$ cat src/pkg/bst_pkg.sv
// ****************************************
// test port constants
// ****************************************
package bst_pkg;
    localparam int IR_LEN = 10;
    localparam int ID_LEN = 32;
    localparam int USER_LEN = 32;
    localparam int SIG_LEN = 16;
    localparam int BSR_LEN_DEF = 96;
    // identification field positions
    localparam int ID_VER_POS = 28;
    localparam int ID_PART_POS = 12;
    localparam int ID_MAKER_POS = 1;
    // arbitrary neutral identity values
    localparam logic [3:0] ID_VER_DEF = 4'h1;
    localparam logic [15:0] ID_PART_DEF = 16'h1234;
    localparam logic [10:0] ID_MAKER_DEF = 11'h055;
    // default opcodes (configurable by parameter, except the programming range and IR_CAPTURE)
    localparam logic [9:0] OP_EXTEST = 10'h000;
    localparam logic [9:0] OP_SAMPLE = 10'h055;
    localparam logic [9:0] OP_IDCODE = 10'h059;
    localparam logic [9:0] OP_USERCODE = 10'h007;
    localparam logic [9:0] OP_SIGREAD = 10'h079;
    localparam logic [9:0] OP_ISP_FIRST = 10'h200;
    localparam logic [9:0] OP_ISP_LAST = 10'h2FF;
    localparam logic [9:0] OP_BYPASS = 10'h3FF;
    localparam logic [9:0] IR_CAPTURE = 10'h001;
    typedef enum logic [15:0] {
        ST_RESET = 16'h0001, ST_IDLE = 16'h0002, ST_SELDR = 16'h0004, ST_CAPDR = 16'h0008,
        ST_SHDR = 16'h0010, ST_EX1DR = 16'h0020, ST_PAUDR = 16'h0040, ST_EX2DR = 16'h0080,
        ST_UPDR = 16'h0100, ST_SELIR = 16'h0200, ST_CAPIR = 16'h0400, ST_SHIR = 16'h0800,
        ST_EX1IR = 16'h1000, ST_PAUIR = 16'h2000, ST_EX2IR = 16'h4000, ST_UPIR = 16'h8000
    } bst_state_t;
    typedef enum logic [6:0] {
        SEL_BYPASS = 7'h01, SEL_BSR = 7'h02, SEL_ID = 7'h04, SEL_USER = 7'h08,
        SEL_SIG = 7'h10, SEL_ISP = 7'h20, SEL_EXT = 7'h40
    } bst_sel_t;
endpackage : bst_pkg

$ cat src/pkg/bst_buf_if.sv
`timescale 1ns/1ps
`default_nettype none
// ****************************************
// two-entry buffer link
// ****************************************
interface bst_buf_if #(parameter int W = 8);
    logic inValid;
    logic inReady;
    logic [W-1:0] inData;
    logic outValid;
    logic outReady;
    logic [W-1:0] outData;
    modport buffer (input inValid, output inReady, input inData,
                    output outValid, input outReady, output outData);
    modport user (output inValid, input inReady, output inData,
                  input outValid, output outReady, input outData);
endinterface : bst_buf_if
`default_nettype wire

$ cat src/hw/bst_skid_buf.sv
`timescale 1ns/1ps
`default_nettype none
// ****************************************
// two-entry buffer
// ****************************************
module bst_skid_buf #(
    parameter int W = 8,
    parameter int DEPTH = 2
) (
    input wire logic clock,
    input wire logic arst_n,
    input wire logic clkEn,
    bst_buf_if.buffer bus
);
    localparam int AW = $clog2(DEPTH);
    logic [W-1:0] mem [DEPTH];
    logic [AW-1:0] wrPtr_r, wrPtr_nxt, rdPtr_r, rdPtr_nxt;
    logic [AW:0] count_r, count_nxt;
    logic push, pop;

    // honest full and empty from the fill count
    assign bus.inReady = (int'(count_r) < DEPTH);
    assign bus.outValid = (count_r != '0);
    assign bus.outData = mem[rdPtr_r];
    assign push = bus.inValid && bus.inReady && clkEn;
    assign pop = bus.outValid && bus.outReady && clkEn;

    // pointer and count updates
    always_comb begin
        wrPtr_nxt = wrPtr_r;
        rdPtr_nxt = rdPtr_r;
        count_nxt = count_r;
        if (push) begin
            wrPtr_nxt = (int'(wrPtr_r) == DEPTH - 1) ? '0 : wrPtr_r + 1'b1;
        end
        if (pop) begin
            rdPtr_nxt = (int'(rdPtr_r) == DEPTH - 1) ? '0 : rdPtr_r + 1'b1;
        end
        if (push && !pop) begin
            count_nxt = count_r + 1'b1;
        end else if (pop && !push) begin
            count_nxt = count_r - 1'b1;
        end
    end

    always_ff @(posedge clock or negedge arst_n) begin
        if (!arst_n) begin
            wrPtr_r <= '0;
            rdPtr_r <= '0;
            count_r <= '0;
        end else begin
            wrPtr_r <= wrPtr_nxt;
            rdPtr_r <= rdPtr_nxt;
            count_r <= count_nxt;
        end
    end

    // storage has no reset; guarded by the count
    always_ff @(posedge clock) begin
        if (push) begin
            mem[wrPtr_r] <= bus.inData;
        end
    end
endmodule : bst_skid_buf
`default_nettype wire

$ cat src/hw/bst_test_port.sv
// Functional notes
// RULE_01: ten-bit instruction register, shifted from data input
// RULE_02: one-bit bypass stage between data pins
// RULE_03: sample captures pins, preload keeps shifted pattern
// RULE_04: external test drives outputs, captures inputs
// RULE_05: identification word shifts out, 32 bits
// RULE_06: version, part, maker, one-bit field layout
// RULE_07: identification lowest bit always one
// RULE_08: optional 32-bit user code readout
// RULE_09: optional 16-bit signature register readout
// RULE_10: boundary register length is a parameter
// RULE_11: programming instructions accepted and flagged
// RULE_12: unused port releases pins to user
// RULE_13: mode sampled on rise, output on fall
// RULE_14: opcodes configurable, unknown selects bypass; the programming range OP_ISP_FIRST to OP_ISP_LAST is fixed here
`timescale 1ns/1ps
`default_nettype none
module bst_test_port import bst_pkg::*; #(
    parameter int BSR_LEN = BSR_LEN_DEF,
    parameter bit HAS_USER = 1'b1,
    parameter bit HAS_SIG = 1'b1,
    parameter logic [9:0] OP_EXT = OP_EXTEST,
    parameter logic [9:0] OP_SMP = OP_SAMPLE,
    parameter logic [9:0] OP_ID = OP_IDCODE,
    parameter logic [9:0] OP_USR = OP_USERCODE,
    parameter logic [9:0] OP_SIG = OP_SIGREAD,
    parameter logic [9:0] OP_BYP = OP_BYPASS,
    parameter logic [3:0] ID_VER = ID_VER_DEF,
    parameter logic [15:0] ID_PART = ID_PART_DEF,
    parameter logic [10:0] ID_MAKER = ID_MAKER_DEF
) (
    input wire logic clock,
    input wire logic arst_n,
    input wire logic clkEn,
    input wire logic portEnable,
    input wire logic tckPin,
    input wire logic tmsPin,
    input wire logic tdiPin,
    output logic tdoOut,
    output logic tdoOe,
    input wire logic [31:0] userCode,
    input wire logic [15:0] signature,
    input wire logic [BSR_LEN-1:0] pinIn,
    input wire logic [BSR_LEN-1:0] coreOut,
    output logic [BSR_LEN-1:0] pinOut,
    output logic extestActive,
    output logic ispActive,
    output logic [IR_LEN-1:0] ispOpcode,
    output logic ispDataValid,
    input wire logic ispDataReady,
    output logic [7:0] ispData,
    output logic portReleased
);
    // ****************************************
    // pin synchronisers and edge detect
    // ****************************************
    logic [2:0] sync1_r, sync2_r, sync1_nxt, sync2_nxt;
    logic tckPrev_r, tckPrev_nxt;
    logic tckRise, tckFall, tmsS, tdiS;
    logic stall;

    // a pending rise is held while the byte buffer is full; if tck falls first, the bit is lost
    always_comb begin
        sync1_nxt = {tckPin, tmsPin, tdiPin};
        sync2_nxt = sync1_r;
        tckPrev_nxt = stall ? tckPrev_r : sync2_r[2];
    end
    always_ff @(posedge clock or negedge arst_n) begin
        if (!arst_n) begin
            sync1_r <= '0;
            sync2_r <= '0;
            tckPrev_r <= 1'b0;
        end else if (clkEn) begin
            sync1_r <= sync1_nxt;
            sync2_r <= sync2_nxt;
            tckPrev_r <= tckPrev_nxt;
        end
    end
    assign tmsS = sync2_r[1];
    assign tdiS = sync2_r[0];
    // port disabled: no edges seen, machine parked [RULE_12]
    assign tckRise = portEnable && sync2_r[2] && !tckPrev_r;
    assign tckFall = portEnable && !sync2_r[2] && tckPrev_r;
    assign portReleased = !portEnable; // [RULE_12]

    // ****************************************
    // controller state machine
    // ****************************************
    bst_state_t state_r, state_nxt;
    always_comb begin
        state_nxt = state_r;
        if (!portEnable) begin
            state_nxt = ST_RESET;
        end else if (tckRise) begin // [RULE_13]
            case (state_r)
                ST_RESET: state_nxt = tmsS ? ST_RESET : ST_IDLE;
                ST_IDLE:  state_nxt = tmsS ? ST_SELDR : ST_IDLE;
                ST_SELDR: state_nxt = tmsS ? ST_SELIR : ST_CAPDR;
                ST_CAPDR: state_nxt = tmsS ? ST_EX1DR : ST_SHDR;
                ST_SHDR:  state_nxt = tmsS ? ST_EX1DR : ST_SHDR;
                ST_EX1DR: state_nxt = tmsS ? ST_UPDR : ST_PAUDR;
                ST_PAUDR: state_nxt = tmsS ? ST_EX2DR : ST_PAUDR;
                ST_EX2DR: state_nxt = tmsS ? ST_UPDR : ST_SHDR;
                ST_UPDR:  state_nxt = tmsS ? ST_SELDR : ST_IDLE;
                ST_SELIR: state_nxt = tmsS ? ST_RESET : ST_CAPIR;
                ST_CAPIR: state_nxt = tmsS ? ST_EX1IR : ST_SHIR;
                ST_SHIR:  state_nxt = tmsS ? ST_EX1IR : ST_SHIR;
                ST_EX1IR: state_nxt = tmsS ? ST_UPIR : ST_PAUIR;
                ST_PAUIR: state_nxt = tmsS ? ST_EX2IR : ST_PAUIR;
                ST_EX2IR: state_nxt = tmsS ? ST_UPIR : ST_SHIR;
                ST_UPIR:  state_nxt = tmsS ? ST_SELDR : ST_IDLE;
                default:  state_nxt = ST_RESET;
            endcase
        end
    end

    // ****************************************
    // instruction and data registers
    // ****************************************
    logic [IR_LEN-1:0] irShift_r, irShift_nxt, ir_r, ir_nxt;
    logic bypass_r, bypass_nxt;
    logic [ID_LEN-1:0] idShift_r, idShift_nxt;
    logic [BSR_LEN-1:0] bsr_r, bsr_nxt, upd_r, upd_nxt;
    logic [7:0] ispShift_r, ispShift_nxt;
    logic [2:0] ispCnt_r, ispCnt_nxt;
    logic tdo_r, tdo_nxt, oe_r, oe_nxt;
    bst_sel_t sel;
    logic [ID_LEN-1:0] idWord;
    logic bufInValid, bufInReady;

    // id layout, lowest bit forced to one [RULE_06] [RULE_07]
    assign idWord = (ID_LEN'(ID_VER) << ID_VER_POS) | (ID_LEN'(ID_PART) << ID_PART_POS)
                  | (ID_LEN'(ID_MAKER) << ID_MAKER_POS) | ID_LEN'(1);

    // decode; unassigned or missing-variant opcodes fall to bypass [RULE_14]
    always_comb begin
        sel = SEL_BYPASS;
        if (ir_r == OP_EXT) sel = SEL_EXT;
        else if (ir_r == OP_SMP) sel = SEL_BSR;
        else if (ir_r == OP_ID) sel = SEL_ID;
        else if (HAS_USER && ir_r == OP_USR) sel = SEL_USER; // [RULE_08]
        else if (HAS_SIG && ir_r == OP_SIG) sel = SEL_SIG; // [RULE_09]
        else if (ir_r >= OP_ISP_FIRST && ir_r <= OP_ISP_LAST) sel = SEL_ISP; // [RULE_11]
        else if (ir_r == OP_BYP) sel = SEL_BYPASS;
    end

    always_comb begin
        irShift_nxt = irShift_r;
        ir_nxt = ir_r;
        bypass_nxt = bypass_r;
        idShift_nxt = idShift_r;
        bsr_nxt = bsr_r;
        upd_nxt = upd_r;
        ispShift_nxt = ispShift_r;
        ispCnt_nxt = ispCnt_r;
        bufInValid = 1'b0;
        tdo_nxt = tdo_r;
        oe_nxt = oe_r;
        if (state_r == ST_RESET) begin
            ir_nxt = OP_ID;
        end
        if (tckRise) begin
            case (state_r)
                ST_CAPIR: irShift_nxt = IR_CAPTURE;
                ST_SHIR: irShift_nxt = {tdiS, irShift_r[IR_LEN-1:1]}; // [RULE_01]
                ST_UPIR: ir_nxt = irShift_r;
                ST_CAPDR: begin
                    bypass_nxt = 1'b0;
                    ispCnt_nxt = '0;
                    case (sel)
                        SEL_ID: idShift_nxt = idWord; // [RULE_05]
                        SEL_USER: idShift_nxt = userCode; // [RULE_08]
                        SEL_SIG: idShift_nxt = ID_LEN'(signature); // [RULE_09]
                        SEL_BSR, SEL_EXT: bsr_nxt = pinIn; // [RULE_03] [RULE_04]
                        default: idShift_nxt = idShift_r;
                    endcase
                end
                ST_SHDR: begin
                    case (sel)
                        SEL_BYPASS: bypass_nxt = tdiS; // [RULE_02]
                        SEL_BSR, SEL_EXT: bsr_nxt = {tdiS, bsr_r[BSR_LEN-1:1]}; // [RULE_10]
                        SEL_ISP: begin
                            // a stalled buffer drops nothing while tck stays high: shift waits on ready
                            ispShift_nxt = {tdiS, ispShift_r[7:1]};
                            ispCnt_nxt = ispCnt_r + 3'h1;
                            bufInValid = (ispCnt_r == 3'h7);
                        end
                        SEL_SIG: idShift_nxt = {16'h0000, tdiS, idShift_r[SIG_LEN-1:1]};
                        default: idShift_nxt = {tdiS, idShift_r[ID_LEN-1:1]};
                    endcase
                end
                ST_UPDR: begin
                    if (sel == SEL_BSR || sel == SEL_EXT) upd_nxt = bsr_r; // [RULE_03]
                end
                default: ir_nxt = ir_nxt;
            endcase
        end
        // output changes on the falling edge only, except oe clears on any clkEn cycle while the port is disabled [RULE_13]
        if (tckFall) begin
            oe_nxt = (state_r == ST_SHDR) || (state_r == ST_SHIR);
            if (state_r == ST_SHIR) tdo_nxt = irShift_r[0];
            else if (sel == SEL_BYPASS || sel == SEL_ISP) tdo_nxt = bypass_r; // [RULE_02]
            else if (sel == SEL_BSR || sel == SEL_EXT) tdo_nxt = bsr_r[0];
            else tdo_nxt = idShift_r[0];
        end
        if (!portEnable) oe_nxt = 1'b0;
    end

    // isp bytes stall: on a full buffer the edge waits while tck stays high
    assign stall = bufInValid && !bufInReady;

    always_ff @(posedge clock or negedge arst_n) begin
        if (!arst_n) begin
            state_r <= ST_RESET;
            irShift_r <= IR_CAPTURE;
            ir_r <= OP_ID;
            bypass_r <= 1'b0;
            idShift_r <= '0;
            bsr_r <= '0;
            upd_r <= '0;
            ispShift_r <= '0;
            ispCnt_r <= '0;
            tdo_r <= 1'b0;
            oe_r <= 1'b0;
        end else if (clkEn && !stall) begin
            state_r <= state_nxt;
            irShift_r <= irShift_nxt;
            ir_r <= ir_nxt;
            bypass_r <= bypass_nxt;
            idShift_r <= idShift_nxt;
            bsr_r <= bsr_nxt;
            upd_r <= upd_nxt;
            ispShift_r <= ispShift_nxt;
            ispCnt_r <= ispCnt_nxt;
            tdo_r <= tdo_nxt;
            oe_r <= oe_nxt;
        end
    end

    // ****************************************
    // pins and programming stream
    // ****************************************
    assign extestActive = (sel == SEL_EXT);
    assign pinOut = extestActive ? upd_r : coreOut; // [RULE_04]
    assign tdoOut = tdo_r;
    assign tdoOe = oe_r;
    assign ispActive = (sel == SEL_ISP); // [RULE_11]
    assign ispOpcode = ir_r;

    bst_buf_if #(.W(8)) ispBus ();
    assign ispBus.inValid = bufInValid && clkEn;
    assign ispBus.inData = {tdiS, ispShift_r[7:1]};
    assign bufInReady = ispBus.inReady;
    assign ispBus.outReady = ispDataReady;
    assign ispDataValid = ispBus.outValid;
    assign ispData = ispBus.outData;

    bst_skid_buf #(.W(8), .DEPTH(2)) ispBuf (
        .clock(clock),
        .arst_n(arst_n),
        .clkEn(clkEn),
        .bus(ispBus.buffer)
    );
endmodule : bst_test_port
`default_nettype wire

$ cat config.mk
export PLATFORM = sky130hd
export DESIGN_NAME = bst_test_port
export DESIGN_NICKNAME = d
export VERILOG_FILES = /design/src/pkg/bst_pkg.sv /design/src/pkg/bst_buf_if.sv /design/src/hw/bst_skid_buf.sv /design/src/hw/bst_test_port.sv
export SDC_FILE = /design/constraint.sdc
export NUM_CORES = 1
export LEC_CHECK = 0
export BUFFER_PORTS_ARGS = -buffer_cell sky130_fd_sc_hd__buf_2
export CORE_ASPECT_RATIO = 1.5
export CORE_UTILIZATION = 50
export DETAILED_ROUTE_END_ITERATION = 8
export PLACE_DENSITY = 0.76
export SLEW_MARGIN = 20
export SYNTH_ARGS = -nofsm -noshare
export SYNTH_HDL_FRONTEND = slang
export SYNTH_SLANG_ARGS = --single-unit
$ cat constraint.sdc
create_clock -name clock -period 8.5 [get_ports clock]
set_clock_uncertainty 0.2 [all_clocks]
set_input_delay 0.425 -clock clock [delete_from_list [all_inputs] [get_ports clock]]
set_output_delay 0.425 -clock clock [all_outputs]
set_load 0.01 [all_outputs]
==> run_results.csv <==
group,metric,value,unit
worst_setup_path,path_class,"register to register",
global_route,grt.met1_usage,31.8,%
logic_synthesis,syn_inst,1454,
placed_design,place_area,16400,µm²
clock_tree,cts_tree,"built",
logic_synthesis,yosysUniqueCellTypes,61,
logic_synthesis,yosys.area.top_type,"dfrtp_1",
floorplanning,io_pins,368,
floorplanning,row_count,75,
sta,fin_crit_sh,51.7,%
power_and_ir_drop,power_frac_seq,47.7,%
logic_synthesis,ys_seq_area_share,52.6,%
worst_setup_path,critPathBufInv,2,
power_and_ir_drop,power_frac_comb,8.3,%
global_route,overflow,0,
global_route,met2_usage,45.5,%
floorplanning,dieArea,29500,µm²
floorplanning,initial_core_util,51.2,%
power_and_ir_drop,peakVddDrop,0.135,mV
logic_synthesis,synth_seq_cells,300,
sta,rsz0062_at_grt,"false",
worst_setup_path,worstPathCellList,"or4_1, or4_1, nor2_4, buf_4, buf_4, mux2i_1, o21ai_0",
power_and_ir_drop,p_leak,9.12,nW
sta,slew-limit-headroom,25.1,%
placed_design,gp_congestion,0.857,
finish,drive_above_1_share,30.2,%
clock_tree,clk_pin_slew_worst_paths,0.06,ns
sta,hold_viol,0,
power_and_ir_drop,p_switching,0.691,mW
route,first_iter_violations,665,
floorplanning,die_h,210,µm
job,drv_cap,0,
logic_synthesis,netlist.area_leader.share,48.2,%
worst_setup_path,worstSetupStartpoint,"state_r[9]$_DFFE_PN0P_",
worst_setup_path,crit_path_start_kind,"register",
worst_setup_path,reg2reg_depth,7,
placed_design,post-place-ws,4.10,ns
sta,setup_ws,4.11,ns
global_route,antenna_found_initial,3,
global_route,top_usage_layer,"met2",
hold_path,whs_path_depth,3,
logic_synthesis,synthArstFlopShare,94.7,%
sta,period_minus_slack,4.39,ns
logic_synthesis,synth_area_leaders,"dfrtp_1 48%, nand2_1 12%, mux2_2 9.4%, mux2i_1 6.7%, o21ai_0 5.0%",
finish,nets,2107,
floorplanning,core_area,28200,µm²
worst_setup_path,critPathRequiredTime,8.68,ns
worst_setup_path,cpMaxStageDelayCell,"buf_4",
logic_synthesis,synth_area_per_cell,9.92,µm²
status,status,"complete, no violations",
worst_setup_path,cpPeakStageDelay,0.80,ns
global_route,use_met3,2.93,%
clock_tree,cts_buffers,29,
route,viasPerCell,5.45,
logic_synthesis,yosys_most_used_dff,"dfrtp_1",
worst_setup_path,worstReg2RegStart,"state_r[9]$_DFFE_PN0P_",
logic_synthesis,syn_nets,1705,
placed_design,io_buffers,367,
sta,tightest_slew,1.12,ns
clock_tree,cts_root_buf,"clkbuf_16",
worst_setup_path,endpoint_kind,"register",
worst_setup_path,crit_family,"buffers and inverters",
logic_synthesis,synth_area,14400,µm²
worst_setup_path,cp_max_fo,64,
sta,fin_tns_setup,0,ns
route,dr.pass1.iters,5,
global_route,grt_max_degree,153,
route,drt-total-wl,38.4,mm
sta,maxClockFrequency,228,MHz
finish,syn_to_final_growth,27.3,%
logic_synthesis,ys_warn_count,0,
power_and_ir_drop,switching_share,22.6,%
clock_tree,postCtsSetupRepairBufs,0,
finish,fin_area,18400,µm²
route,antenna_left,0,
sta,setup_viol,0,
power_and_ir_drop,p_total,3.06,mW
route,wl_per_cell,17.2,µm
worst_setup_path,crit_cells,7,
route,vias,12100,
clock_tree,h-tree-depth,1,
route,drc,0,
clock_tree,clkSinkCount,300,
finish,final_util,65.2,%
placed_design,dp_hpwl,25.1,mm
hold_path,worstHoldStart,"pinIn[89]",
clock_tree,worstSkewPairLatency,0.54,ns
sta,slew_violations,0,
power_and_ir_drop,internal_power,2.37,mW
hold_path,hold_class,"input port to register",
worst_setup_path,arrival,4.57,ns
global_route,grt_first_pass_wirelength,60.7,mm
clock_tree,max-clock-path-buffers,3,
global_route,grt_use_total,25.5,%
global_route,grt_pass1_vias,12000,
logic_synthesis,synth_edf_count,16,
power_and_ir_drop,pwr-share-clk,44.0,%
floorplanning,die-width,141,µm
power_and_ir_drop,power_density,166,nW/µm²
[area by class of cell]
| type | instances | area [µm²] |
|---|---|---|
| Inverter | 4 | 15.0 |
| Timing Repair Buffer | 469 | 2890 |
| Sequential cell | 300 | 7590 |
| Multi-Input combinational cell | 1052 | 6430 |
| Antenna cell | 3 | 7.51 |
| Clock buffer | 40 | 817 |
| Tap cell | 346 | 433 |
| Clock inverter | 13 | 180 |
| Fill cell | 2194 | 9790 |
[cells in the final DEF, fill, tap and decap left out, drive strengths merged, types with 5 or more instances in the layout]
master / n
nand2: 460
buf: 378
dfrtp: 278
o21ai: 165
mux2: 121
mux2i: 97
dlygate4sd3: 91
clkbuf: 40
nor2: 21
edfxtp: 16
a22o: 13
a21oi: 12
nor3: 12
a22oi: 12
a221o: 10
nor4: 9
nor2b: 8
and3: 8
xor2: 8
nand3: 8
nand4: 7
xnor2: 6
a2bb2oi: 6
dfstp: 6
nor3b: 6
inv: 6
and2: 5
or4: 5
o31ai: 5
clkinv: 5
[cells in the mapped netlist, types with 12 or more instances]
master	count
buf_2	17
nor2_1	20
o21ai_0	144
o21ai_1	20
mux2_2	121
a21oi_1	12
edfxtp_1	16
mux2i_1	97
dfrtp_1	278
clkbuf_1	64
nand2_1	460
a22o_1	13
[state kept, by name, indices dropped and copies added, names as in the netlist, 2 cells and up]
register and flops:
bsr_r 96, idShift_r 32, irShift_r 10, ispBuf.count_r 2, ispBuf.mem 16, ispCnt_r 3, ispOpcode 10, ispShift_r 7
state_r 16, sync1_r 3, sync2_r 3, upd_r 96
[kinds of logic after synthesis]
| family | Yosys count | synth area share, % |
|---|---|---|
| compound gates | 248 | 10.4 |
| xor+xnor | 14 | 0.850 |
| fa+ha+maj | 3 | 0.260 |
| buf+inv | 102 | 3.04 |
| flops | 300 | 52.6 |
| mux | 218 | 16.2 |
| simple gates | 569 | 16.6 |
[metal layers]
metal	vias up	part of all wire [%]
met1	5865	41
met4	0	3.2
met2	404	51
met3	85	4.7
met5	-	0
li1	5792	-
[worst paths after layout]
path | endpoint | slack [ns]
worst min-delay path | bsr_r[89]$_DFFE_PN0P_ | 0.009
worst max-delay path | bsr_r[32]$_DFFE_PN0P_ | 4.11
worst min register to register | idShift_r[7]$_DFFE_PN0P_ | 0.27
max in group asynchronous | upd_r[32]$_DFFE_PN0P_ | 6.31
worst max register to register | bsr_r[32]$_DFFE_PN0P_ | 4.11
min in group asynchronous | upd_r[89]$_DFFE_PN0P_ | 0.13
[worst reg2reg max path, stage by stage (launching register included)]
cell,delay [ns]
dfrtp_1,0.43
or4_1,0.69
or4_1,0.69
nor2_4,0.13
buf_4,0.80
buf_4,0.79
mux2i_1,0.40
o21ai_0,0.10
[power groups by stage]
| stage | logic [mW] | registers, mW | clock network [mW] |
|---|---|---|---|
| final | 0.255 | 1.46 | 1.34 |
| after global routing | 0.279 | 1.46 | 1.43 |
| after CTS | 0.252 | 1.46 | 1.37 |
| after detailed placement | 0.218 | 1.48 | 0 |
| after global placement | 0.216 | 1.48 | 0 |
| after floorplan | 0.0918 | 1.48 | 0 |
[through the flow]
stage,hold slack [ns],cells
3_3_place_gp,0.253,2078
3_5_place_dp,0.262,2078
5_1_grt,0.00814,2227
4_1_cts,0.000313,2221
6_report,0.00925,2227
2_1_floorplan,-0.0706,1454
[timing repair]
item                                   in CTS  in global routing
endpoints found under the hold margin     215                  1
gates resized for setup                     0                  0
hold buffers                               90                  1
(Power assumes the default switching activity.)
